File: config.mk
export PLATFORM = sky130hd
export DESIGN_NAME = aep_tracker
export DESIGN_NICKNAME = d
export VERILOG_FILES = /design/src/hdl/aep_pkg.sv /design/src/hdl/aep_flag.sv /design/src/hdl/aep_sync.sv /design/src/hdl/aep_tracker.sv
export SDC_FILE = /design/constraint.sdc
export NUM_CORES = 1
export LEC_CHECK = 0
export BUFFER_PORTS_ARGS = -buffer_cell sky130_fd_sc_hd__buf_2
export CAP_MARGIN = 20
export CORE_MARGIN = 2
export CORE_UTILIZATION = 40
export DETAILED_ROUTE_END_ITERATION = 16
export GPL_TIMING_DRIVEN = 0
export PLACE_DENSITY = 0.66
export SKIP_CTS_REPAIR_TIMING = 1
export SLEW_MARGIN = 20
export SYNTH_ARGS = -nofsm -noshare
export SYNTH_HDL_FRONTEND = slang
export SYNTH_SLANG_ARGS = --single-unit
File: constraint.sdc
create_clock -name clk -period 8.4 [get_ports clk]
set_input_delay 0 -clock clk [delete_from_list [all_inputs] [get_ports clk]]
set_output_delay 0 -clock clk [all_outputs]
set_load 0.02 [all_outputs]
File: src/hdl/aep_pkg.sv
// Constants, register map and types for the absolute encoder position tracker
//******************************************************************************
//******************************************************************************
package aep_pkg;

	//**************************************************************************
	// Widths
	//**************************************************************************
	localparam int TURN_W = 16;          // Multi-turn count from the encoder
	localparam int EXT_W  = 17;          // Turn count with room to overflow
	localparam int ANG_W  = 24;          // Widest single-turn angle
	localparam int POS_W  = 48;          // Signed encoder position
	localparam int DATA_W = 32;          // Register data
	localparam int ADDR_W = 8;           // Register byte address
	localparam int RES17  = 17;          // Shift for 17-bit angle
	localparam int RES24  = 24;          // Shift for 24-bit angle

	//**************************************************************************
	// Angle masks and half-turn thresholds
	//**************************************************************************
	localparam logic [ANG_W-1:0] MASK17 = 24'h01FFFF;
	localparam logic [ANG_W-1:0] MASK24 = 24'hFFFFFF;
	localparam logic [ANG_W-1:0] HALF17 = 24'h010000;
	localparam logic [ANG_W-1:0] HALF24 = 24'h800000;

	// Travel limits in turns, plus and minus 32767
	localparam logic [EXT_W-1:0] TURN_MAX = 17'h07FFF;
	localparam logic [EXT_W-1:0] TURN_MIN = 17'h18001;

	//**************************************************************************
	// Register byte addresses
	//**************************************************************************
	localparam logic [ADDR_W-1:0] A_CTRL    = 8'h00;  // Mode, resolution, home
	localparam logic [ADDR_W-1:0] A_STATUS  = 8'h04;  // Sticky faults, RO
	localparam logic [ADDR_W-1:0] A_CLEAR   = 8'h08;  // Write one to clear, WO
	localparam logic [ADDR_W-1:0] A_ENABLE  = 8'h0C;  // Interrupt enables
	localparam logic [ADDR_W-1:0] A_TURNS   = 8'h10;  // Extended turn count
	localparam logic [ADDR_W-1:0] A_ANGLE   = 8'h14;  // Single-turn angle
	localparam logic [ADDR_W-1:0] A_ENC_LO  = 8'h18;
	localparam logic [ADDR_W-1:0] A_ENC_HI  = 8'h1C;
	localparam logic [ADDR_W-1:0] A_OFS_LO  = 8'h20;  // Zero offset, RW
	localparam logic [ADDR_W-1:0] A_OFS_HI  = 8'h24;
	localparam logic [ADDR_W-1:0] A_MECH_LO = 8'h28;
	localparam logic [ADDR_W-1:0] A_MECH_HI = 8'h2C;
	localparam logic [ADDR_W-1:0] A_TARGET  = 8'h30;  // Segment target, RW
	localparam logic [ADDR_W-1:0] A_ERROR   = 8'h34;  // Target minus mech
	localparam logic [ADDR_W-1:0] A_STATE   = 8'h38;  // Home-needed, tracking

	// Control bits
	localparam int C_MODE = 0;
	localparam int C_RES  = 1;
	localparam int C_HOME = 2;

	// Status bits
	localparam int S_OVF   = 0;
	localparam int S_BFAIL = 1;
	localparam int S_BLOW  = 2;
	localparam int S_HOME  = 3;
	localparam int NUM_EV  = 4;

	//**************************************************************************
	// Types
	//**************************************************************************
	typedef enum logic {
		AEP_INCR = 1'b0,
		AEP_ABS  = 1'b1
	} aep_usage_e;

	typedef enum logic [1:0] {
		AEP_WAIT  = 2'b00,    // No sample since reset
		AEP_TRACK = 2'b01     // Following the encoder
	} aep_trk_e;

endpackage

File: src/hdl/aep_flag.sv
// Sticky fault flag where a set beats a clear in the same cycle
module aep_flag
	import aep_pkg::*;
(
	// Clock and reset
	input  wire logic clk,
	input  wire logic srst,
	// Set, clear and state
	input  wire logic set,
	input  wire logic clr,
	output logic      q
);

	logic d;    // Next state

	// Set wins so an event in the clear cycle is kept
	always_comb begin
		d = q;
		if (clr)
			d = 1'b0;
		if (set)
			d = 1'b1;
	end

	// Register only
	always_ff @(posedge clk) begin
		if (srst)
			q <= 1'b0;
		else
			q <= d;
	end

	property p_sticky;
		@(posedge clk) disable iff (srst) q && !clr |=> q;
	endproperty
	a_sticky: assert property (p_sticky) else $error("fault flag dropped");

endmodule

File: src/hdl/aep_sync.sv
// Two-flop synchroniser for a group of pin inputs
module aep_sync
	import aep_pkg::*;
#(
	parameter int W = 1
) (
	// Clock and reset
	input  wire logic         clk,
	input  wire logic         srst,
	// Pins and synchronised copy
	input  wire logic [W-1:0] d,
	output logic      [W-1:0] q
);

	logic [W-1:0] meta_q;    // First stage, read only by the second

	// Two stages, both cleared by reset
	always_ff @(posedge clk) begin
		if (srst) begin
			meta_q <= '0;
			q      <= '0;
		end else begin
			meta_q <= d;
			q      <= meta_q;
		end
	end

endmodule

File: src/hdl/aep_tracker.sv
// Absolute encoder position tracker with register port and fault interrupt
module aep_tracker
	import aep_pkg::*;
(
	// Clock and reset
	input  wire logic                  clk,
	input  wire logic                  srst,
	// Encoder pins
	input  wire logic [TURN_W-1:0]     enc_turns,
	input  wire logic [ANG_W-1:0]      enc_angle,
	input  wire logic                  enc_stb,
	input  wire logic                  enc_batt_first,
	input  wire logic                  enc_batt_low,
	// Register port
	input  wire logic [ADDR_W-1:0]     addr,
	input  wire logic [DATA_W-1:0]     wdata,
	input  wire logic                  wr,
	input  wire logic                  rd,
	output logic      [DATA_W-1:0]     rdata,
	// Results
	output logic                       irq,
	output logic                       home_needed,
	output logic      [DATA_W-1:0]     mech_pos,
	output logic      [DATA_W-1:0]     pos_error
);

	//**************************************************************************
	// Pin synchronisers
	//**************************************************************************
	logic [TURN_W-1:0] s_turns;     // Synchronised turn count
	logic [ANG_W-1:0]  s_angle;     // Synchronised angle
	logic              s_stb;       // Synchronised sample strobe
	logic              s_bfirst;    // Battery first-connect flag
	logic              s_blow;      // Battery low flag

	// Encoder must hold the words stable around its strobe; one equal-latency chain
	aep_sync #(.W(TURN_W + ANG_W + 3)) u_sync (
		.clk  (clk),
		.srst (srst),
		.d    ({enc_turns, enc_angle, enc_stb, enc_batt_first, enc_batt_low}),
		.q    ({s_turns, s_angle, s_stb, s_bfirst, s_blow})
	);

	//**************************************************************************
	// Register write decode
	//**************************************************************************
	logic home_req;     // Homing command
	logic clr_wr;       // Write to clear register
	assign home_req = wr && (addr == A_CTRL) && wdata[C_HOME];
	assign clr_wr   = wr && (addr == A_CLEAR);

	//**************************************************************************
	// Configuration registers
	//**************************************************************************
	aep_usage_e        mode_q, mode_d;      // Usage mode select
	logic              res24_q, res24_d;    // 24-bit angle when set
	logic [NUM_EV-1:0] en_q, en_d;          // Interrupt enables
	logic [DATA_W-1:0] tgt_q, tgt_d;        // Segment target, user units

	// Software settings
	always_comb begin
		mode_d  = mode_q;
		res24_d = res24_q;
		en_d    = en_q;
		tgt_d   = tgt_q;
		if (wr && addr == A_CTRL) begin
			mode_d  = aep_usage_e'(wdata[C_MODE]);
			res24_d = wdata[C_RES];
		end
		if (wr && addr == A_ENABLE)
			en_d = wdata[NUM_EV-1:0];
		if (wr && addr == A_TARGET)
			tgt_d = wdata;
	end

	always_ff @(posedge clk) begin
		if (srst) begin
			mode_q  <= AEP_INCR;
			res24_q <= 1'b0;
			en_q    <= '0;
			tgt_q   <= '0;
		end else begin
			mode_q  <= mode_d;
			res24_q <= res24_d;
			en_q    <= en_d;
			tgt_q   <= tgt_d;
		end
	end

	//**************************************************************************
	// Turn tracking
	//**************************************************************************
	aep_trk_e          trk_q, trk_d;        // Tracking state
	logic [EXT_W-1:0]  turns_q, turns_d;    // Signed turn count
	logic [ANG_W-1:0]  ang_q, ang_d;        // Last angle
	logic              samp_q;              // Strobe delay for edge
	logic              samp;                // New sample this cycle
	logic [ANG_W-1:0]  mask, half, new_ang; // Resolution helpers

	assign samp    = s_stb && !samp_q;
	assign mask    = res24_q ? MASK24 : MASK17;
	assign half    = res24_q ? HALF24 : HALF17;
	assign new_ang = s_angle & mask;

	// Wrap detection counts turns; a jump over half a turn is a wrap
	always_comb begin
		trk_d   = trk_q;
		turns_d = turns_q;
		ang_d   = ang_q;
		if (samp) begin
			ang_d = new_ang;
			case (trk_q)
				AEP_WAIT: begin
					trk_d = AEP_TRACK;
					// Absolute resumes the retained count, incremental starts at 0
					if (mode_q == AEP_ABS)
						turns_d = {s_turns[TURN_W-1], s_turns};
					else
						turns_d = '0;
				end
				AEP_TRACK: begin
					if (ang_q > new_ang && (ang_q - new_ang) > half)
						turns_d = turns_q + 17'h00001;
					else if (new_ang > ang_q && (new_ang - ang_q) > half)
						turns_d = turns_q - 17'h00001;
				end
				default: trk_d = AEP_WAIT;
			endcase
		end
	end

	always_ff @(posedge clk) begin
		if (srst) begin
			trk_q   <= AEP_WAIT;
			turns_q <= '0;
			ang_q   <= '0;
			samp_q  <= 1'b0;
		end else begin
			trk_q   <= trk_d;
			turns_q <= turns_d;
			ang_q   <= ang_d;
			samp_q  <= s_stb;
		end
	end

	//**************************************************************************
	// Positions and homing
	//**************************************************************************
	logic signed [POS_W-1:0] turns_x, raw;          // Raw encoder position
	logic [POS_W-1:0] base_q, base_d;               // Incremental origin
	logic [POS_W-1:0] ofs_q, ofs_d;                 // Mechanical zero offset
	logic [POS_W-1:0] enc_q, enc_d;                 // Encoder position
	logic [POS_W-1:0] mech_q, mech_d;               // Mechanical position
	logic [DATA_W-1:0] err_q, err_d;                // Target error
	logic              hn_q, hn_d;                  // Homing still needed

	assign turns_x = {{(POS_W-EXT_W){turns_q[EXT_W-1]}}, turns_q};
	// Signed turns scaled by counts per turn plus angle
	assign raw = (res24_q ? (turns_x <<< RES24) : (turns_x <<< RES17))
	           + $signed({{(POS_W-ANG_W){1'b0}}, ang_q});

	// Pipeline is encoder, then mechanical, then error; one cycle each
	always_comb begin
		base_d = base_q;
		ofs_d  = ofs_q;
		hn_d   = hn_q;
		enc_d  = POS_W'(raw) - base_q;
		mech_d = enc_q - ofs_q;
		err_d  = tgt_q - mech_q[DATA_W-1:0];
		// Offset may be restored by software after power-up
		if (wr && addr == A_OFS_LO)
			ofs_d[DATA_W-1:0] = wdata;
		if (wr && addr == A_OFS_HI)
			ofs_d[POS_W-1:DATA_W] = wdata[POS_W-DATA_W-1:0];
		if (home_req) begin
			hn_d = 1'b0;
			if (mode_q == AEP_INCR) begin
				base_d = POS_W'(raw);
				ofs_d  = '0;
			end else begin
				ofs_d = enc_q;
			end
		end
	end

	always_ff @(posedge clk) begin
		if (srst) begin
			base_q <= '0;
			ofs_q  <= '0;
			enc_q  <= '0;
			mech_q <= '0;
			err_q  <= '0;
			hn_q   <= 1'b1;
		end else begin
			base_q <= base_d;
			ofs_q  <= ofs_d;
			enc_q  <= enc_d;
			mech_q <= mech_d;
			err_q  <= err_d;
			hn_q   <= hn_d;
		end
	end

	assign home_needed = hn_q;
	assign mech_pos    = mech_q[DATA_W-1:0];
	assign pos_error   = err_q;

	//**************************************************************************
	// Faults and interrupt
	//**************************************************************************
	logic [NUM_EV-1:0] ev, st_q;    // Events and sticky status
	logic              ovf;         // Count beyond travel limit
	logic              irq_q;       // Registered interrupt

	assign ovf = ($signed(turns_d) > $signed(TURN_MAX))
	          || ($signed(turns_d) < $signed(TURN_MIN));
	assign ev[S_OVF]   = samp && trk_q == AEP_TRACK
	                  && mode_q == AEP_ABS && ovf;
	assign ev[S_BFAIL] = samp && trk_q == AEP_WAIT
	                  && mode_q == AEP_ABS && s_bfirst;
	assign ev[S_BLOW]  = s_blow;
	assign ev[S_HOME]  = home_req;

	// One sticky flag per event
	genvar gi;
	generate
		for (gi = 0; gi < NUM_EV; gi++) begin : g_flag
			aep_flag u_flag (
				.clk  (clk),
				.srst (srst),
				.set  (ev[gi]),
				.clr  (clr_wr && wdata[gi]),
				.q    (st_q[gi])
			);
		end
	endgenerate

	always_ff @(posedge clk) begin
		if (srst)
			irq_q <= 1'b0;
		else
			irq_q <= |(st_q & en_q);
	end
	assign irq = irq_q;

	//**************************************************************************
	// Register read, data one cycle after the strobe
	//**************************************************************************
	logic [DATA_W-1:0] rd_d, rd_q;    // Read data

	always_comb begin
		rd_d = '0;
		if (rd) begin
			case (addr)
				A_CTRL:    rd_d = DATA_W'({res24_q, mode_q});
				A_STATUS:  rd_d = DATA_W'(st_q);
				A_ENABLE:  rd_d = DATA_W'(en_q);
				A_TURNS:   rd_d = DATA_W'($signed(turns_q));
				A_ANGLE:   rd_d = DATA_W'(ang_q);
				A_ENC_LO:  rd_d = enc_q[DATA_W-1:0];
				A_ENC_HI:  rd_d = DATA_W'($signed(enc_q[POS_W-1:DATA_W]));
				A_OFS_LO:  rd_d = ofs_q[DATA_W-1:0];
				A_OFS_HI:  rd_d = DATA_W'($signed(ofs_q[POS_W-1:DATA_W]));
				A_MECH_LO: rd_d = mech_q[DATA_W-1:0];
				A_MECH_HI: rd_d = DATA_W'($signed(mech_q[POS_W-1:DATA_W]));
				A_TARGET:  rd_d = tgt_q;
				A_ERROR:   rd_d = err_q;
				A_STATE:   rd_d = DATA_W'({trk_q == AEP_TRACK, hn_q});
				default:   rd_d = '0;    // Clear register and holes read 0
			endcase
		end
	end

	always_ff @(posedge clk) begin
		if (srst)
			rd_q <= '0;
		else
			rd_q <= rd_d;
	end
	assign rdata = rd_q;

	//**************************************************************************
	// Checks; a home write that also flips resolution rescales the position
	//**************************************************************************
	property p_home_incr;
		@(posedge clk) disable iff (srst)
		home_req && mode_q == AEP_INCR && !samp && wdata[C_RES] == res24_q |-> ##2 enc_q == '0;
	endproperty
	a_home_incr: assert property (p_home_incr)
		else $error("incremental homing did not zero position");
	property p_home_abs;
		@(posedge clk) disable iff (srst)
		home_req && mode_q == AEP_ABS && !samp && wdata[C_RES] == res24_q
		|-> ##2 enc_q == $past(enc_q);
	endproperty
	a_home_abs: assert property (p_home_abs)
		else $error("absolute homing moved encoder position");
	property p_ofs;
		@(posedge clk) disable iff (srst)
		home_req && mode_q == AEP_ABS |=> ofs_q == $past(enc_q);
	endproperty
	a_ofs: assert property (p_ofs) else $error("zero offset not captured");
	property p_mech;
		@(posedge clk) disable iff (srst)
		!$past(srst) |-> mech_q == $past(enc_q) - $past(ofs_q);
	endproperty
	a_mech: assert property (p_mech) else $error("mechanical position wrong");
	// Enable seen by the interrupt register is the one a cycle earlier
	property p_ovf;
		@(posedge clk) disable iff (srst)
		ev[S_OVF] |=> st_q[S_OVF] ##1 irq || !$past(en_q[S_OVF]);
	endproperty
	a_ovf: assert property (p_ovf) else $error("overflow fault missed");
	property p_bfail;
		@(posedge clk) disable iff (srst)
		samp && trk_q == AEP_WAIT && mode_q == AEP_ABS && s_bfirst |=> st_q[S_BFAIL];
	endproperty
	a_bfail: assert property (p_bfail) else $error("battery power fail not reported");
	property p_blow;
		@(posedge clk) disable iff (srst) s_blow |=> st_q[S_BLOW];
	endproperty
	a_blow: assert property (p_blow) else $error("battery low not reported");
	property p_first;
		@(posedge clk) disable iff (srst)
		samp && trk_q == AEP_WAIT && mode_q == AEP_ABS
		|=> turns_q == {$past(s_turns[TURN_W-1]), $past(s_turns)} && trk_q == AEP_TRACK;
	endproperty
	a_first: assert property (p_first) else $error("retained turn count not loaded");
	property p_res;
		@(posedge clk) disable iff (srst) samp && !res24_q |=> ang_q[ANG_W-1:RES17] == '0;
	endproperty
	a_res: assert property (p_res) else $error("17-bit angle has high bits");
	property p_hn;
		@(posedge clk) srst |=> hn_q ##1 hn_q || $past(home_req);
	endproperty
	a_hn: assert property (p_hn) else $error("homing not required after reset");

endmodule

# == Word-level counts from Yosys, hierarchy flattened ==
# Index checks and enable logic that the tools add are counted.
# classes
n_addsub,8
order_cmp,6
n_eq_ne,15
muxes,22
n_bitwise,5
reduce_logical,34
# op_table
op,count
$pmux 32 s14,1
$gt 24x24->1,4
$mux 48,2
$sub 48x48->48,2
$mux 17,4
$eq 8x6->1 const B,7
$mux 24,2
$sub 24x24->24,2
$add 41x25->42,1
$mux 40,1
$pmux 17 s2,1
$eq 8x5->1 const B,4
$mux 32,1
$sub 32x32->32,1
$and 24x24->24,1
$logic_and 1x1->1,20
$add 17x1->17 const B,1
$gt 17x16->1 const B,1
$lt 17x16->1 const B,1
$sub 17x1->17 const B,1
$eq 8x4->1 const B,2
$mux 16,1
$reduce_bool 2->1,6
$eq 8x3->1 const B,1
other kinds (12),22
# word_totals
regBits,430
inputBits,87
wordCells,113

# == Longest topological paths before layout ==
# logic_depth
ltp_word,13
ltp_mapped,33
depth_no_buf,27

# == Modules after synthesis ==
# From an unflattened synthesis, not the netlist that was laid out.
# hier_totals
hier_cells,3104
hier_area_um2,24933.9
# by_module_without_submodules
mod,instances,cells_per_inst,area_per_inst_um2
aep_tracker,1,2907,22446.5
aep_sync,1,181,2332.2
aep_flag,4,4,38.8

# == Least setup slack after synthesis ==
# No wires, ideal clock.
# synth_path
kind,reg2reg
from,reg res24_q
to,reg g_flag[0].u_flag.q
setup_time_ns,0.103
arrival_ns,6.824
setup_slack_ns,1.473
path_stages_with_launch,33
path_buffers,5
period_less_slack_ns,6.927
cell_sequence,dfxtp_1 -> clkbuf_1 -> buf_1 -> clkbuf_1 -> clkbuf_1 -> nand2_1 -> inv_1 -> ha_1 -> clkbuf_1 -> nand3_1 -> nor2_1 -> a22oi_2 -> o31ai_2 -> a41oi_2 -> o21bai_1 -> a21oi_1 -> xnor2_1 -> ha_1 -> nand4b_1 -> a221o_1 -> nor4_1 -> o2111a_1 -> nand4_1 -> or4_1 -> o31ai_4 -> a21oi_1 -> o211ai_2 -> or3_1 -> o311ai_1 -> nor4_1 -> nand4_1 -> or4_4 -> a2111oi_2
# synth_between
elab_chain_cells,13
word_cells_on_any_way,21
classes_between,add/sub: 2; order compare: 6; mux: 7; bitwise: 1; reduce/logical: 5
# synth_lines
item,line,source
from (decl),aep_tracker.sv:56,"logic res24_q, res24_d;"
from (signal assigned),aep_tracker.sv:84,res24_q <= res24_d;
$mux 24 (*),aep_tracker.sv:101,assign mask = res24_q ? MASK24 : MASK17;
$and 24x24->24 (*),aep_tracker.sv:103,assign new_ang = s_angle & mask;
via new_ang[17],aep_tracker.sv:98,"logic [ANG_W-1:0] mask, half, new_ang;"
$sub 24x24->24,aep_tracker.sv:124,else if (new_ang > ang_q && (new_ang - ang_q) > half)
$gt 24x24->1,aep_tracker.sv:124,
$logic_and 1x1->1,aep_tracker.sv:124,
$mux 17,aep_tracker.sv:124,
$mux 17 (*),aep_tracker.sv:122,if (ang_q > new_ang && (ang_q - new_ang) > half)
$pmux 17 s2 (*),aep_tracker.sv:112,case (trk_q)
$mux 17 (*),aep_tracker.sv:110,if (samp) begin
$gt 17x16->1 or $lt 17x16->1 (tied branches),"aep_tracker.sv:215, aep_tracker.sv:216",
$logic_or 1x1->1 (*),aep_tracker.sv:216,|| ($signed(turns_d) < $signed(TURN_MIN));
$logic_and 1x1->1 (*),aep_tracker.sv:218,&& mode_q == AEP_ABS && ovf;
$mux 1 or $reduce_bool 2->1 (tied branches),--,
to (signal assigned),aep_flag.sv:28,q <= 1'b0;
to (signal assigned),aep_flag.sv:30,q <= d;
to (decl),aep_flag.sv:11,output logic q
# The timed path passes the listed nets; every way through them passes the cells marked *.
# A chain may end at the register's enable or synchronous reset.

# == Worst setup path in the final report ==
# Same ends and word-level chain as after synthesis.

==> metrics.cfg <==
[worst_setup_path]
r2r-start = res24_q
path_delay_family = compound AO/OA/AOI/OAI gates
critPathKind = reg -> reg
worst-path-buf-inv = 5
worst_path_max_delay_cell = or4_1
worst-path-max-fanout = 19
cp.required_ns = 8.89
path_common_cell = a21oi_1
arrival_ns = 8.40
crit_path_start = res24_q
end_kind = flop
cp-start-kind = flop
cpPeakStageDelay_ns = 0.56

[synth]
synth_area_um2 = 24900
synth_xor_area_frac = 0.0468
synth_top_area_cell = dfxtp_1
synth_mux_area_frac = 0.0111
synth_top_family_by_area = compound AO/OA/AOI/OAI gates
syn_inst = 3081
yosysTopAreaCellShare = 0.340
synth-warning-count = 0
netlist-cell-type-count = 92
avgSynthCellArea_um2 = 8.08
synth_compound_area_frac = 0.245
ys_seq_area_frac = 0.340
synth_top_cells_by_area = dfxtp_1 (34%), ha_1 (9.1%), a21oi_1 (5.2%)
synth_edf_count = 0
synthAdderAreaFrac = 0.0950
ys_seq_elements = 423
ys_async_sr_fraction = 0
yosys.area_share.simple = 0.193
synthFlopType = dfxtp_1
syn_nets = 3354

[sta]
period_share = 0.943
finClkSkew_ns = 0.0512
post-route-min-period_ns = 7.92
setup-violations-final = 0
setup_ws_ns = 0.483
fmax_mhz = 126
tightest_slew_ns = 1.14
rsz0062_at_grt = no
slew_viol_final = 0
slew_headroom = 0.241
hold_violations = 1
whs_ns = -0.0127

[drt]
drtIter0Drc = 2592
vias = 24300
drc = 0
avgRoutedWirePerCell_um = 21.3
firstDrtPassIters = 9
ant_nets = 0
via_per_inst = 5.70
wl_um = 91100

[final_layout]
fillers = 6114
fin_util = 0.478
area.sequential_um2 = 8470
fin_cells = 4269
fin_nets = 3665
areaGrowthSynthToFinish_pct = 18.1
multi_input_area_um2 = 14700
final_area_um2 = 29400
drive_gt1_frac = 0.107

[placement]
dp_worst_setup_slack_ns = -0.381
port_buffers = 182
gp_congestion = 0.999
dp_hpwl_um = 71400
placed_cells = 4101
placed_cell_area_um2 = 26900

[clock_network]
htreeDepth = 2
cts_inserted_buffers = 50
clk_pin_slew_ns = 0.06
cts_max_path_buffers = 3
cts_tree = built
clock_sinks = 423
cts_root_buf = clkbuf_16
insertion_delay_ns = 0.64

[die]
coreArea_um2 = 61600
die_area_um2 = 64300
io_pins = 185
rows = 91
die_y_um = 253
start_util = 0.404
die_w_um = 253

[power]
ir_drop_v = 0.000155
intPower_uw = 4220
p_per_area_nw_per_um2 = 211
p_sw_frac = 0.320
p_sw_uw = 1990
p_leak_uw = 0.0117
clkPwrFrac = 0.375
power_frac_comb = 0.252
sequentialPowerShare = 0.373

[global_routing]
grt.total_usage = 0.274
first_global_vias = 22400
grt_antenna_before_repair = 1
gr-total-overflow = 0
grt_first_pass_wirelength_um = 134000
grt_max_degree = 15

[outcome]
violations = hold timing
outcome = finished with violations

[run]
maxCapViolations = 0

[min_path]
worstHoldStart = srst
min_path_type = in -> reg

-- area by class of cell --
cell class / count / share of cell area
Tap cell: 837 / 0.0356
Sequential cell: 423 / 0.288
Clock buffer: 75 / 0.0516
Inverter: 213 / 0.0272
Clock inverter: 16 / 0.00846
Multi-Input combinational cell: 2244 / 0.500
Antenna cell: 1 / 0.0000851
Timing Repair Buffer: 260 / 0.0575
Buffer: 200 / 0.0316
-- Yosys cell counts, drive strengths merged, types with 16 or more instances --
cell    number
a31oi       40
clkbuf     138
nand3       67
o211ai      19
nand4       26
and2        17
xor2        66
and3        25
a22oi       40
a221oi      49
nor2b      136
nor2       265
nand2b      33
o21ai      107
a211oi      55
ha         181
xnor2       67
or3         16
a21oi      261
dfxtp      423
o21a        27
a222oi      44
nand2      338
inv        213
o21bai      19
a41oi       17
a22o        18
nor3        52
a311oi      25
buf         63
a21o        68
mux2i       22
-- cells in the final DEF, fill, tap and decap left out, types with 22 or more instances in the layout --
cell type	count
dfxtp_1	423
nand2_1	336
nor2_1	264
a21oi_1	257
inv_1	211
buf_2	194
ha_1	181
clkbuf_1	144
nor2b_1	136
o21ai_0	95
dlygate4sd3_1	77
a21o_1	68
xnor2_1	67
xor2_1	66
nand3_1	64
nor3_1	52
a211oi_1	51
clkbuf_16	51
a221oi_1	49
a222oi_1	44
a31oi_1	40
a22oi_1	39
buf_4	37
nand2b_1	33
o21a_1	27
nand4_1	26
and3_1	25
a311oi_1	25
mux2i_1	22
-- sequential cells by signal (all words and copies together), names as in the netlist, 42 cells and up --
| name | flops |
|---|---|
| u_sync.meta_q | 43 |
| base_q | 42 |
| ofs_q | 48 |
| enc_q | 48 |
| mech_q | 48 |
| u_sync.q | 43 |
-- through the flow --
stage	TNS [ns]	power [µW]
3_5_place_dp	-0.381	3870
5_1_grt	0	6460
2_1_floorplan	0	3410
4_1_cts	-0.435	6180
3_3_place_gp	-0.351	3860
6_report	0	6210
-- final timing paths --
| check | to | slack (ns) | depth (start not counted) |
|---|---|---|---|
| setup / recovery | g_flag[0].u_flag.q | 0.48 | 30 |
| hold / removal | mech_q[46] | -0.01 | 3 |
| setup reg to reg | g_flag[0].u_flag.q | 0.48 | 30 |
| hold reg to reg | u_sync.q[21] | 0.42 | 1 |
-- per-layer routing --
metal  wire length [µm]  vias to the layer above  GRT usage
met5                  0                        -          0
met4               3770                        0      0.108
met3               8340                      223     0.0450
met2              40800                     1229      0.444
met1              38300                    11300      0.362
li1                   -                    11500          -
-- logic make-up (layout without fill, tap and decap cells) --
family,after synthesis,count (layout)
multiplexers,27,27
AND/OR/NAND/NOR,1021,1021
other,0,1
XOR/XNOR,133,133
flip-flops,423,423
adder cells (fa/ha/maj),186,186
AO/OA/AOI/OAI,877,877
buffers and inverters,414,764
-- tightest hold or removal path, stage by stage --
cell	delay, ns
clkbuf_1	0.25
nor2b_1	0.18
mux2_2	0.16
-- power by group through the flow --
stage	Clock (µW)	Combinational, µW	Sequential, µW
final	2330	1570	2320
after global placement	0	1500	2360
after floorplan	0	1080	2330
after CTS	2350	1520	2310
after detailed placement	0	1510	2350
after global routing	2430	1700	2330
(Power assumes the default switching activity.)
